$ cat config.mk
export PLATFORM = sky130hd
export DESIGN_NAME = pt_timer
export DESIGN_NICKNAME = d
export VERILOG_FILES = /design/src/rtl/pt_pkg.sv /design/src/rtl/pt_edge_sync.sv /design/src/rtl/pt_timer.sv
export SDC_FILE = /design/constraint.sdc
export NUM_CORES = 1
export LEC_CHECK = 0
export BUFFER_PORTS_ARGS = -buffer_cell sky130_fd_sc_hd__buf_4
export CAP_MARGIN = 30
export CORE_ASPECT_RATIO = 1.5
export CORE_MARGIN = 1
export CORE_UTILIZATION = 45
export DETAILED_ROUTE_END_ITERATION = 16
export PLACE_DENSITY = 0.66
export SLEW_MARGIN = 20
export SYNTH_ARGS = -nofsm -noshare
export SYNTH_HDL_FRONTEND = slang
export SYNTH_HIERARCHICAL = 1
export SYNTH_SLANG_ARGS = --single-unit
$ cat constraint.sdc
create_clock -name CLK -period 3.1 [get_ports CLK]
set_input_delay 0.155 -clock CLK [delete_from_list [all_inputs] [get_ports CLK]]
set_output_delay 0.155 -clock CLK [all_outputs]
set_load 0.02 [all_outputs]
$ cat src/rtl/pt_pkg.sv
// constants, register map and carrier types of the periodic timer
package pt_pkg;

	localparam int          PT_CNT_W     = 16;
	localparam int          PT_ADR_W     = 6;

	// register byte addresses, one 32-bit word each
	localparam logic [5:0]  PT_ADR_CTRL0 = 6'h00;
	localparam logic [5:0]  PT_ADR_CTRL1 = 6'h04;
	localparam logic [5:0]  PT_ADR_CNTL  = 6'h08;
	localparam logic [5:0]  PT_ADR_CNTH  = 6'h0c;
	localparam logic [5:0]  PT_ADR_CMPAL = 6'h10;
	localparam logic [5:0]  PT_ADR_CMPAH = 6'h14;
	localparam logic [5:0]  PT_ADR_PERL  = 6'h18;
	localparam logic [5:0]  PT_ADR_PERH  = 6'h1c;
	localparam logic [5:0]  PT_ADR_FLAGS = 6'h20;

	// field positions
	localparam int          PT_C0_HOLD   = 7;
	localparam int          PT_C0_CKS    = 4;
	localparam int          PT_C0_ON     = 3;
	localparam int          PT_C1_MODE   = 6;
	localparam int          PT_C1_IO     = 4;
	localparam int          PT_C1_OC     = 3;
	localparam int          PT_C1_INV    = 2;
	localparam int          PT_C1_CCL    = 0;
	localparam int          PT_FL_A      = 0;
	localparam int          PT_FL_P      = 1;

	// reset values
	localparam logic [7:0]  PT_CTRL_RST  = 8'h00;
	localparam logic [15:0] PT_VAL_RST   = 16'h0000;
	localparam logic [1:0]  PT_FL_RST    = 2'h0;

	// counter limits for the two widths
	localparam logic [15:0] PT_MAX10     = 16'h03ff;
	localparam logic [15:0] PT_MAX16     = 16'hffff;

	// prescaler tap masks
	localparam logic [5:0]  PT_DIV4      = 6'h03;
	localparam logic [5:0]  PT_DIV16     = 6'h0f;
	localparam logic [5:0]  PT_DIV64     = 6'h3f;

	// clock source codes
	localparam logic [2:0]  PT_CK_SYS4   = 3'h0;
	localparam logic [2:0]  PT_CK_SYS    = 3'h1;
	localparam logic [2:0]  PT_CK_H16    = 3'h2;
	localparam logic [2:0]  PT_CK_H64    = 3'h3;
	localparam logic [2:0]  PT_CK_SUB0   = 3'h4;
	localparam logic [2:0]  PT_CK_SUB1   = 3'h5;
	localparam logic [2:0]  PT_CK_ERISE  = 3'h6;
	localparam logic [2:0]  PT_CK_EFALL  = 3'h7;

	// pin function codes, meaning depends on mode
	localparam logic [1:0]  PT_IO_00     = 2'h0;
	localparam logic [1:0]  PT_IO_01     = 2'h1;
	localparam logic [1:0]  PT_IO_10     = 2'h2;
	localparam logic [1:0]  PT_IO_11     = 2'h3;

	typedef enum logic [1:0] {
		PT_MODE_CMP   = 2'h0,
		PT_MODE_UNDEF = 2'h1,
		PT_MODE_PWM   = 2'h2,
		PT_MODE_TMR   = 2'h3
	} pt_mode_t;

	typedef struct packed {
		logic        cyc;
		logic        stb;
		logic        we;
		logic [5:0]  adr;
		logic [3:0]  sel;
		logic [31:0] dat;
	} pt_wb_req_t;

endpackage

$ cat src/rtl/pt_edge_sync.sv
// three-stage pin synchroniser with agreement filter and edge pulses
module pt_edge_sync (
	input  wire logic clk,
	input  wire logic rst,
	input  wire logic din,
	output logic      rise,
	output logic      fall
);
	logic s1_q;
	logic s2_q;
	logic s3_q;
	logic lvl_q;
	logic rise_q;
	logic fall_q;

	always_ff @(posedge clk or posedge rst) begin
		if (rst) begin
			s1_q <= 1'b0;
			s2_q <= 1'b0;
			s3_q <= 1'b0;
		end else begin
			s1_q <= din;
			s2_q <= s1_q;
			s3_q <= s2_q;
		end
	end

	// a change counts once stages two and three agree
	always_ff @(posedge clk or posedge rst) begin
		if (rst) begin
			lvl_q  <= 1'b0;
			rise_q <= 1'b0;
			fall_q <= 1'b0;
		end else begin
			rise_q <= (s2_q == s3_q) && s3_q && !lvl_q;
			fall_q <= (s2_q == s3_q) && !s3_q && lvl_q;
			if (s2_q == s3_q) begin
				lvl_q <= s3_q;
			end
		end
	end

	assign rise = rise_q;
	assign fall = fall_q;
endmodule

$ cat src/rtl/pt_timer.sv
// periodic timer: up-counter, two comparators, output pin logic, wishbone registers
//
// Contract
// - up-counter of 10 or 16 bits advancing on each selected clock tick
// - comparators A and P compare full counter width continuously
// - software cannot write counter; software clears it only through a counter-on rising edge
// - overflow or associated compare match clears counter; only compare matches raise a flag, overflow raises none
// - hold bit freezes counter; clearing it resumes from held value
// - clock select picks system/4, system, high/16, high/64, sub, pin edges
// - counter-on runs counter; off retains value; rising edge zeroes it
// - counter-on rising restores pin initial level in compare output mode
// - mode field: compare output, undefined, pwm or single pulse, timer
// - timer mode leaves pin undriven; pin function unused
// - compare mode A match: keep, drive low, drive high or toggle
// - pwm modes: force inactive, force active, pwm wave, single pulse
// - compare mode request equal to initial level gives no visible change
// - counter readable read-only; compare A and period read/write pairs
// - low three bits of control register zero read as zero
// - initial level bit: compare start level, pwm active polarity
// - invert bit inverts pin level; no effect in timer mode
// - clear select: A match when 1 outside pwm mode, else P match or overflow when P zero; single pulse never clears
module pt_timer #(
	parameter bit WIDE16 = 1'b1
) (
	input  wire logic                CLK,
	input  wire logic                RST,
	input  wire pt_pkg::pt_wb_req_t  WB_REQ,
	output logic [31:0]              WB_DAT_O,
	output logic                     WB_ACK_O,
	input  wire logic                EXT_CLOCK_PIN,
	input  wire logic                SUB_CLOCK,
	output logic                     TIMER_OUT,
	output logic                     TIMER_OUT_EN
);
	import pt_pkg::*;

	logic [7:0]      ctrl0_q;
	logic [7:0]      ctrl1_q;
	logic [15:0]     cnt_q;
	logic [15:0]     cnt_d;
	logic [15:0]     cmp_a_q;
	logic [15:0]     cmp_p_q;
	logic [1:0]      flags_q;
	logic [1:0]      flags_d;
	logic [5:0]      div_q;
	logic            ack_q;
	logic [31:0]     dat_q;
	logic            pin_q;
	logic            out_q;
	logic            oe_q;
	logic            on_d;
	logic            on_rise;
	logic            tick;
	logic [7:0]      rdata;
	logic [1:0]      pin_in;
	logic [1:0]      pin_rise;
	logic [1:0]      pin_fall;
	logic            clr_auto;
	logic            pwm_active;

	wire             req      = WB_REQ.cyc & WB_REQ.stb;
	wire             wr_en    = req & ack_q & WB_REQ.we & WB_REQ.sel[0];
	wire [7:0]       wdat     = WB_REQ.dat[7:0];
	wire             hold     = ctrl0_q[PT_C0_HOLD];
	wire [2:0]       cks      = ctrl0_q[PT_C0_CKS +: 3];
	wire             on_q     = ctrl0_q[PT_C0_ON];
	wire pt_mode_t   mode     = pt_mode_t'(ctrl1_q[PT_C1_MODE +: 2]);
	wire [1:0]       io       = ctrl1_q[PT_C1_IO +: 2];
	wire             oc       = ctrl1_q[PT_C1_OC];
	wire             inv      = ctrl1_q[PT_C1_INV];
	wire             ccl      = ctrl1_q[PT_C1_CCL];
	wire             pulse_md = (mode == PT_MODE_PWM) && (io == PT_IO_11);
	// limit a value to the instance width
	function automatic logic [15:0] width_mask(input logic [15:0] v);
		return WIDE16 ? v : (v & PT_MAX10);
	endfunction
	// register write strobe for one address
	function automatic logic wr_hit(input logic [5:0] a);
		return wr_en && (WB_REQ.adr == a);
	endfunction

	wire [15:0]      cnt_max  = width_mask(PT_MAX16);
	wire             step     = on_q && !hold && tick;
	wire             a_hit    = step && (cnt_q == cmp_a_q);
	wire             p_hit    = step && (cnt_q == cmp_p_q) && (cmp_p_q != PT_VAL_RST);
	wire             ovf      = step && (cnt_q == cnt_max);
	// sub clock and external pin cross into the system clock domain
	assign pin_in = {SUB_CLOCK, EXT_CLOCK_PIN};
	generate
		for (genvar i = 0; i < 2; i++) begin : g_sync
			pt_edge_sync u_sync (
				.clk  (CLK),
				.rst  (RST),
				.din  (pin_in[i]),
				.rise (pin_rise[i]),
				.fall (pin_fall[i])
			);
		end
	endgenerate
	// free-running prescaler; high clock is the system clock here
	always_ff @(posedge CLK or posedge RST) begin
		if (RST) begin
			div_q <= 6'h00;
		end else begin
			div_q <= 6'(div_q + 6'h01);
		end
	end
	always_comb begin
		case (cks)
			PT_CK_SYS4:  tick = (div_q & PT_DIV4) == PT_DIV4;
			PT_CK_SYS:   tick = 1'b1;
			PT_CK_H16:   tick = (div_q & PT_DIV16) == PT_DIV16;
			PT_CK_H64:   tick = div_q == PT_DIV64;
			PT_CK_SUB0,
			PT_CK_SUB1:  tick = pin_rise[1];
			PT_CK_ERISE: tick = pin_rise[0];
			PT_CK_EFALL: tick = pin_fall[0];
			default:     tick = 1'b0;
		endcase
	end
	// counter-on: software write wins, pulse end and pin trigger below it
	always_comb begin
		on_d = on_q;
		if (pulse_md && a_hit) begin
			on_d = 1'b0;
		end
		if (pulse_md && !on_q && ((cks == PT_CK_EFALL) ? pin_fall[0] : pin_rise[0])) begin
			on_d = 1'b1;
		end
		if (wr_hit(PT_ADR_CTRL0)) begin
			on_d = wdat[PT_C0_ON];
		end
	end
	assign on_rise = on_d & ~on_q;
	always_comb begin
		if (mode == PT_MODE_PWM) begin
			clr_auto = !pulse_md && (p_hit || (cmp_p_q == PT_VAL_RST && ovf));
		end else if (ccl) begin
			clr_auto = a_hit;
		end else begin
			clr_auto = p_hit || (cmp_p_q == PT_VAL_RST && ovf);
		end
	end
	always_comb begin
		cnt_d = cnt_q;
		if (on_rise) begin
			cnt_d = PT_VAL_RST;
		end else if (step) begin
			cnt_d = clr_auto ? PT_VAL_RST : width_mask(16'(cnt_q + 16'h0001));
		end
	end
	// hold and off retain the value
	always_ff @(posedge CLK or posedge RST) begin
		if (RST) begin
			cnt_q <= PT_VAL_RST;
		end else begin
			cnt_q <= cnt_d;
		end
	end
	// match flags, set wins over clear
	always_comb begin
		flags_d = flags_q;
		if (wr_hit(PT_ADR_FLAGS)) begin
			flags_d = flags_q & ~wdat[1:0];
		end
		if (a_hit && cmp_a_q != PT_VAL_RST) begin
			flags_d[PT_FL_A] = 1'b1;
		end
		if (p_hit && !(ccl && mode != PT_MODE_PWM) && !pulse_md) begin
			flags_d[PT_FL_P] = 1'b1;
		end
	end

	always_ff @(posedge CLK or posedge RST) begin
		if (RST) begin
			flags_q <= PT_FL_RST;
		end else begin
			flags_q <= flags_d;
		end
	end
	// control registers; low bits of the first stay zero
	always_ff @(posedge CLK or posedge RST) begin
		if (RST) begin
			ctrl0_q <= PT_CTRL_RST;
			ctrl1_q <= PT_CTRL_RST;
		end else begin
			ctrl0_q <= {(wr_hit(PT_ADR_CTRL0) ? wdat[7:4] : ctrl0_q[7:4]), on_d, 3'b000};
			if (wr_hit(PT_ADR_CTRL1)) begin
				ctrl1_q <= wdat;
			end
		end
	end
	always_ff @(posedge CLK or posedge RST) begin
		if (RST) begin
			cmp_a_q <= PT_VAL_RST;
			cmp_p_q <= PT_VAL_RST;
		end else begin
			if (wr_hit(PT_ADR_CMPAL)) begin
				cmp_a_q <= {cmp_a_q[15:8], wdat};
			end
			if (wr_hit(PT_ADR_CMPAH)) begin
				cmp_a_q <= width_mask({wdat, cmp_a_q[7:0]});
			end
			if (wr_hit(PT_ADR_PERL)) begin
				cmp_p_q <= {cmp_p_q[15:8], wdat};
			end
			if (wr_hit(PT_ADR_PERH)) begin
				cmp_p_q <= width_mask({wdat, cmp_p_q[7:0]});
			end
		end
	end
	// initial level on start, compare match action
	always_ff @(posedge CLK or posedge RST) begin
		if (RST) begin
			pin_q <= 1'b0;
		end else if (on_rise) begin
			pin_q <= oc;
		end else if (mode == PT_MODE_CMP && a_hit) begin
			case (io)
				PT_IO_01: pin_q <= 1'b0;
				PT_IO_10: pin_q <= 1'b1;
				PT_IO_11: pin_q <= ~pin_q;
				default:  pin_q <= pin_q;
			endcase
		end
	end
	always_comb begin
		case (io)
			PT_IO_00: pwm_active = 1'b0;
			PT_IO_01: pwm_active = 1'b1;
			PT_IO_10: pwm_active = on_q && (cnt_q < cmp_a_q);
			default:  pwm_active = on_q;
		endcase
	end
	always_ff @(posedge CLK or posedge RST) begin
		if (RST) begin
			out_q <= 1'b0;
			oe_q  <= 1'b0;
		end else begin
			case (mode)
				PT_MODE_CMP: begin
					out_q <= pin_q ^ inv;
					oe_q  <= 1'b1;
				end
				PT_MODE_PWM: begin
					out_q <= (oc ? pwm_active : ~pwm_active) ^ inv;
					oe_q  <= 1'b1;
				end
				default: begin
					out_q <= 1'b0;
					oe_q  <= 1'b0;
				end
			endcase
		end
	end
	// read mux; counter is read only
	always_comb begin
		case (WB_REQ.adr)
			PT_ADR_CTRL0: rdata = ctrl0_q;
			PT_ADR_CTRL1: rdata = ctrl1_q;
			PT_ADR_CNTL:  rdata = cnt_q[7:0];
			PT_ADR_CNTH:  rdata = cnt_q[15:8];
			PT_ADR_CMPAL: rdata = cmp_a_q[7:0];
			PT_ADR_CMPAH: rdata = cmp_a_q[15:8];
			PT_ADR_PERL:  rdata = cmp_p_q[7:0];
			PT_ADR_PERH:  rdata = cmp_p_q[15:8];
			PT_ADR_FLAGS: rdata = {6'h00, flags_q};
			default:      rdata = 8'h00;
		endcase
	end
	// one-cycle wishbone answer, writes land on the ack edge
	always_ff @(posedge CLK or posedge RST) begin
		if (RST) begin
			ack_q <= 1'b0;
			dat_q <= 32'h00000000;
		end else begin
			ack_q <= req & ~ack_q;
			if (req && !ack_q) begin
				dat_q <= {24'h000000, rdata};
			end
		end
	end

	assign WB_DAT_O     = dat_q;
	assign WB_ACK_O     = ack_q;
	assign TIMER_OUT    = out_q;
	assign TIMER_OUT_EN = oe_q;
endmodule

# After elaboration in Yosys (flattened, before gate mapping)
# Index checks and enable logic that the tools add are counted.
[word_totals]
memories = 0
mem_bits_rw = 0
in_bits = 49
register_bits = 92
latch_bits = 0
word_cells = 157
output_inout_bits = 35
romBits = 0
[op_classes]
multipliers = 0
magnitude_cmp = 1
shift = 0
mux = 25
reduce_logical = 58
eq_ne = 28
div_mod_pow = 0
addsub = 2
bitwise_logic = 16
[op_table]
columns = ["op", "n"]
rows = [
  ["16-bit two-way mux", 5],
  ["8-bit case mux with 9 select lines", 1],
  ["16-bit == test", 2],
  ["1-bit logical AND", 32],
  ["16-bit nonzero test", 2],
  ["6-bit by 5-bit == test with 1-bit output (second input constant)", 4],
  ["16-bit by 1-bit adder with 16-bit output (second input constant)", 1],
  ["16-bit == test (second input constant)", 1],
  ["16-bit logical NOT", 1],
  ["16-bit less-than comparator", 1],
  ["8-bit two-way mux", 2],
  ["3-bit == test (second input constant)", 4],
  ["6-bit by 4-bit == test with 1-bit output (second input constant)", 2],
  ["6-bit == test (second input constant)", 2],
  ["1-bit two-way mux", 12],
  ["2-bit == test (second input constant)", 4],
  ["1-bit logical NOT", 8],
  ["2-bit nonzero test", 4],
  ["1-bit case mux with 7 select lines", 1],
  ["6-bit by 1-bit adder with 6-bit output (second input constant)", 1],
  ["1-bit AND", 6],
  ["3-bit by 2-bit == test with 1-bit output (second input constant)", 2],
  ["6-bit by 3-bit == test with 1-bit output (second input constant)", 1],
  ["6-bit logical NOT", 1],
  ["other kinds (18)", 30],
]

# Logic depth before layout (Yosys ltp)
[logic_depth]
depth_word = 12
depth_mapped = 9

# Cells and area by module
# The synthesis kept the hierarchy.
[modules_own_cells]
columns = ["module", "n_inst", "area_each_um2", "cells_per_inst", "seq_area_each_um2"]
rows = [
  ["pt_timer", 1, 4996.0, 458, 2026.9],
  ["pt_edge_sync", 2, 214.0, 14, 150.1],
]

# Worst setup path after synthesis
# Ideal clock, no wire load.
[synth_path]
path_kind = "register to register"
from = "register cnt_q[14]"
to = "register out_q, in the netlist TIMER_OUT"
t_arrival_ns = 2.155
synth_period_minus_slack_ns = 2.241
slack_ns = 0.859
path_buffers = 0
stages_incl_launch_ff = 9
t_required_ns = 3.014
path_cell_list = "dfrtp_1 > ha_1 > a21oi_1 > nand2_1 > a2111oi_0 > or4b_1 > mux2i_1 > o21a_1 > nor3_1"
[synth_between]
elab_chain_cells = 7
[synth_rtl]
columns = ["element", "line_no", "text"]
rows = [
  ["from (decl)", "pt_timer.sv:39", "logic [15:0] cnt_q;"],
  ["from (signal assigned)", "pt_timer.sv:157", "cnt_q <= cnt_d;"],
  ["16-bit less-than comparator *", "pt_timer.sv:231", "PT_IO_10: pwm_active = on_q && (cnt_q < cmp_a_q);"],
  ["1-bit logical AND *", "pt_timer.sv:231", ""],
  ["1-bit case mux with 3 select lines *", "pt_timer.sv:228", "case (io)"],
  ["1-bit inverter", "pt_timer.sv:246", "out_q <= (oc ? pwm_active : ~pwm_active) ^ inv;"],
  ["1-bit two-way mux *", "pt_timer.sv:246", ""],
  ["1-bit XOR *", "pt_timer.sv:246", ""],
  ["1-bit case mux with 2 select lines *", "pt_timer.sv:240", "case (mode)"],
  ["to (signal assigned)", "pt_timer.sv:242", "out_q <= pin_q ^ inv;"],
  ["to (signal assigned)", "pt_timer.sv:246", ""],
  ["to (decl)", "pt_timer.sv:49", "logic out_q;"],
]
# Mark *: on every way between the ends. The rest lies on a longest branch, timed or not.
# A chain may end at the register's enable or synchronous reset.

# Final worst setup path
[layout_path]
from = "register cmp_a_q[14]"
to = "register out_q, in the netlist TIMER_OUT"
[layout_between]
elab_chain_cells = 7
[layout_rtl]
columns = ["element", "line_no", "text"]
rows = [
  ["from (decl)", "pt_timer.sv:41", "logic [15:0] cmp_a_q;"],
  ["from (signal assigned)", "pt_timer.sv:199", "cmp_a_q <= {cmp_a_q[15:8], wdat};"],
  ["from (signal assigned)", "pt_timer.sv:202", "cmp_a_q <= width_mask({wdat, cmp_a_q[7:0]});"],
  ["16-bit less-than comparator *", "pt_timer.sv:231", ""],
  ["1-bit logical AND *", "pt_timer.sv:231", ""],
  ["1-bit case mux with 3 select lines *", "pt_timer.sv:228", ""],
  ["1-bit inverter", "pt_timer.sv:246", ""],
  ["1-bit two-way mux *", "pt_timer.sv:246", ""],
  ["1-bit XOR *", "pt_timer.sv:246", ""],
  ["1-bit case mux with 2 select lines *", "pt_timer.sv:240", ""],
]
# Marked as above.

==> reports/qor.csv <==
metric,value,unit
crit_path_end_kind,register,
multi_input_area,2810,um^2
tightestPinTransition,0.773,ns
syn_inst,484,
cts_tree,built,
cts_setup_buffers,0,
grtUsageTotal,23.4,%
ctsHoldBuffers,3,
grt_use_met3,4.31,%
grt_max_degree,35,
power.share.combinational,12.8,%
postSynthAreaPerCell,11.1,um^2
fill_cells,1027,
drc,0,
grt_pass1_vias,4042,
n_antenna_cell,0,
leakage,0.00290,uW
cp_max_fo,4,
internal_power,2120,uW
wl_per_cell,20.1,um
crit_required,3.36,ns
p_clk_share,41.3,%
core_area,11600,um^2
cp-start-kind,register,
fin_area,6100,um^2
fp.dieH,136,um
worst_ir_drop_vdd,315,uV
netSwitchingFraction,27.5,%
htreeDepth,3,
status,"finished, final reports clean",
ant_nets,0,
ios,84,
die_w,91.4,um
path_clk_slew,0.07,ns
min_period,2.54,ns
finClkSkew,0.0103,ns
die_area,12400,um^2
setup_viol,0,
hold_path.class,in -> reg,
clk_latency,0.35,ns
netlist_area,5390,um^2
grt_pass1_wl,21800,um
maxCapViolCount,0,
rsz0062_at_grt,no,
portBuffers,32,
cts_sinks,92,
grt_antenna_before_repair,0,
relSlewSlack,48.0,%
fmax,0.394,GHz
cts_max_path_buffers,2,
p_per_area,480,nW/um^2
grt_most_used_layer,met2,
use_met1,26.5,%
fin_tns_setup,0,ns
via_per_inst,5.97,
regArea,2300,um^2
synthToLayoutAreaGrowth,13.1,%
postPlaceCellArea,5740,um^2
slew_violations,0,
finalWeightedCongestion,0.968,
nNetsFinal,599,
dr.pass1.iters,7,
yosysWarnings,6,
p_seq_share,45.9,%
drt-initial-drc-count,362,
worstSetupPathType,reg -> reg,
fin_crit_sh,81.8,%
hold_viol,0,
drive_above_1_share,24.4,%
met2_usage,39.6,%
cts_resized,0,
arrival,2.79,ns
dp_hpwl,10400,um
start_util,46.5,%
grt_overflow_total,0,
cts_root_buf,clkbuf_16,
rows,48,
numCtsBuffers,9,
routed_wl,13700,um
switching_power,806,uW
vias,4053,
power by group through the flow:
| stage | sequential, uW | clock (uW) | combinational (uW) |
|---|---|---|---|
| final | 1340 | 1210 | 375 |
| after global placement | 1360 | 0 | 349 |
| after detailed placement | 1360 | 0 | 371 |
| after floorplan | 1330 | 0 | 276 |
| after CTS | 1340 | 1220 | 376 |
| after global routing | 1350 | 1270 | 422 |
metrics by stage:
stage,utilization (%),setup WS (ns),hold slack [ns],std cells,total power (uW)
floorplan,-,0.859,-0.0665,507,1600
global placement,49.4,0.656,0.0930,659,1710
detailed placement,49.6,0.597,0.0961,660,1740
CTS,52.6,0.553,0.0832,679,2940
global route,52.6,0.416,0.0958,679,3040
finish,52.6,0.564,0.0799,679,2930
worst max-delay path, cell delays in order, from the launching register on:
cell       delay [ns]
dfrtp_1          0.41
inv_1            0.07
ha_1             0.31
a21oi_1          0.16
nand2_1          0.07
a2111oi_0        0.39
or4b_1           0.56
mux2i_1          0.24
nor3_1           0.07
nor3_1           0.17
state kept, by name, indices dropped and copies added (netlist names):
register and count:
g_sync.u_sync/s2_q 2, TIMER_OUT 1, ctrl1_q 8, pin_q 1, WB_DAT_O 8, div_q 6, cmp_a_q 16, g_sync.u_sync/lvl_q 2
ctrl0_q 5, cmp_p_q 16, g_sync.u_sync/rise 2, cnt_q 16, TIMER_OUT_EN 1, g_sync.u_sync/fall 1, g_sync.u_sync/s3_q 2, g_sync.u_sync/s1_q 2
WB_ACK_O 1, flags_q 2
cell usage in the layout (no fill, tap or decap), types with 4 or more instances in the layout:
master / n
a21o_1: 10
nand2_1: 26
nor3_1: 4
clkbuf_16: 9
inv_1: 32
dfrtp_1: 92
nor4_1: 14
a22oi_1: 7
a222oi_1: 6
conb_1: 24
mux2_1: 9
a21oi_1: 16
mux2i_1: 5
nor2b_1: 5
nand3b_1: 4
and3_1: 4
nand4_1: 10
and4_1: 6
xnor2_1: 11
xor2_1: 21
ha_1: 26
nor2_2: 11
o21ai_1: 4
mux2_2: 37
nand3_1: 20
mux4_2: 8
buf_4: 40
nor2_1: 13
final timing paths:
path	start	to	slack (ns)	depth (start not counted)
min reg2reg	g_sync[1].u_sync/s1_q	g_sync[1].u_sync/s2_q	0.37	0
min in group asynchronous	RST	g_sync[1].u_sync/rise	0.28	3
max	cmp_a_q[14]	TIMER_OUT	0.56	9
max in group asynchronous	RST	cmp_p_q[0]	1.82	5
min	WB_REQ[4]	ctrl1_q[4]	0.08	2
max reg2reg	cmp_a_q[14]	TIMER_OUT	0.56	9
routing by layer:
metal | part of all wire [%] | vias to the layer above
li1 | - | 1796
met1 | 38 | 2011
met2 | 50 | 193
met3 | 5.1 | 53
met4 | 6.6 | 0
met5 | 0 | -
layout make-up:
class | count | area share [%]
timing repair buffer | 44 | 5.74
tap | 150 | 3.08
sequential | 92 | 37.7
multi-input combinational | 344 | 46.1
clock buffer | 10 | 3.75
clock inverter | 6 | 1.58
inverter | 33 | 2.05
Note: power is estimated with default switching activity, not from simulation.
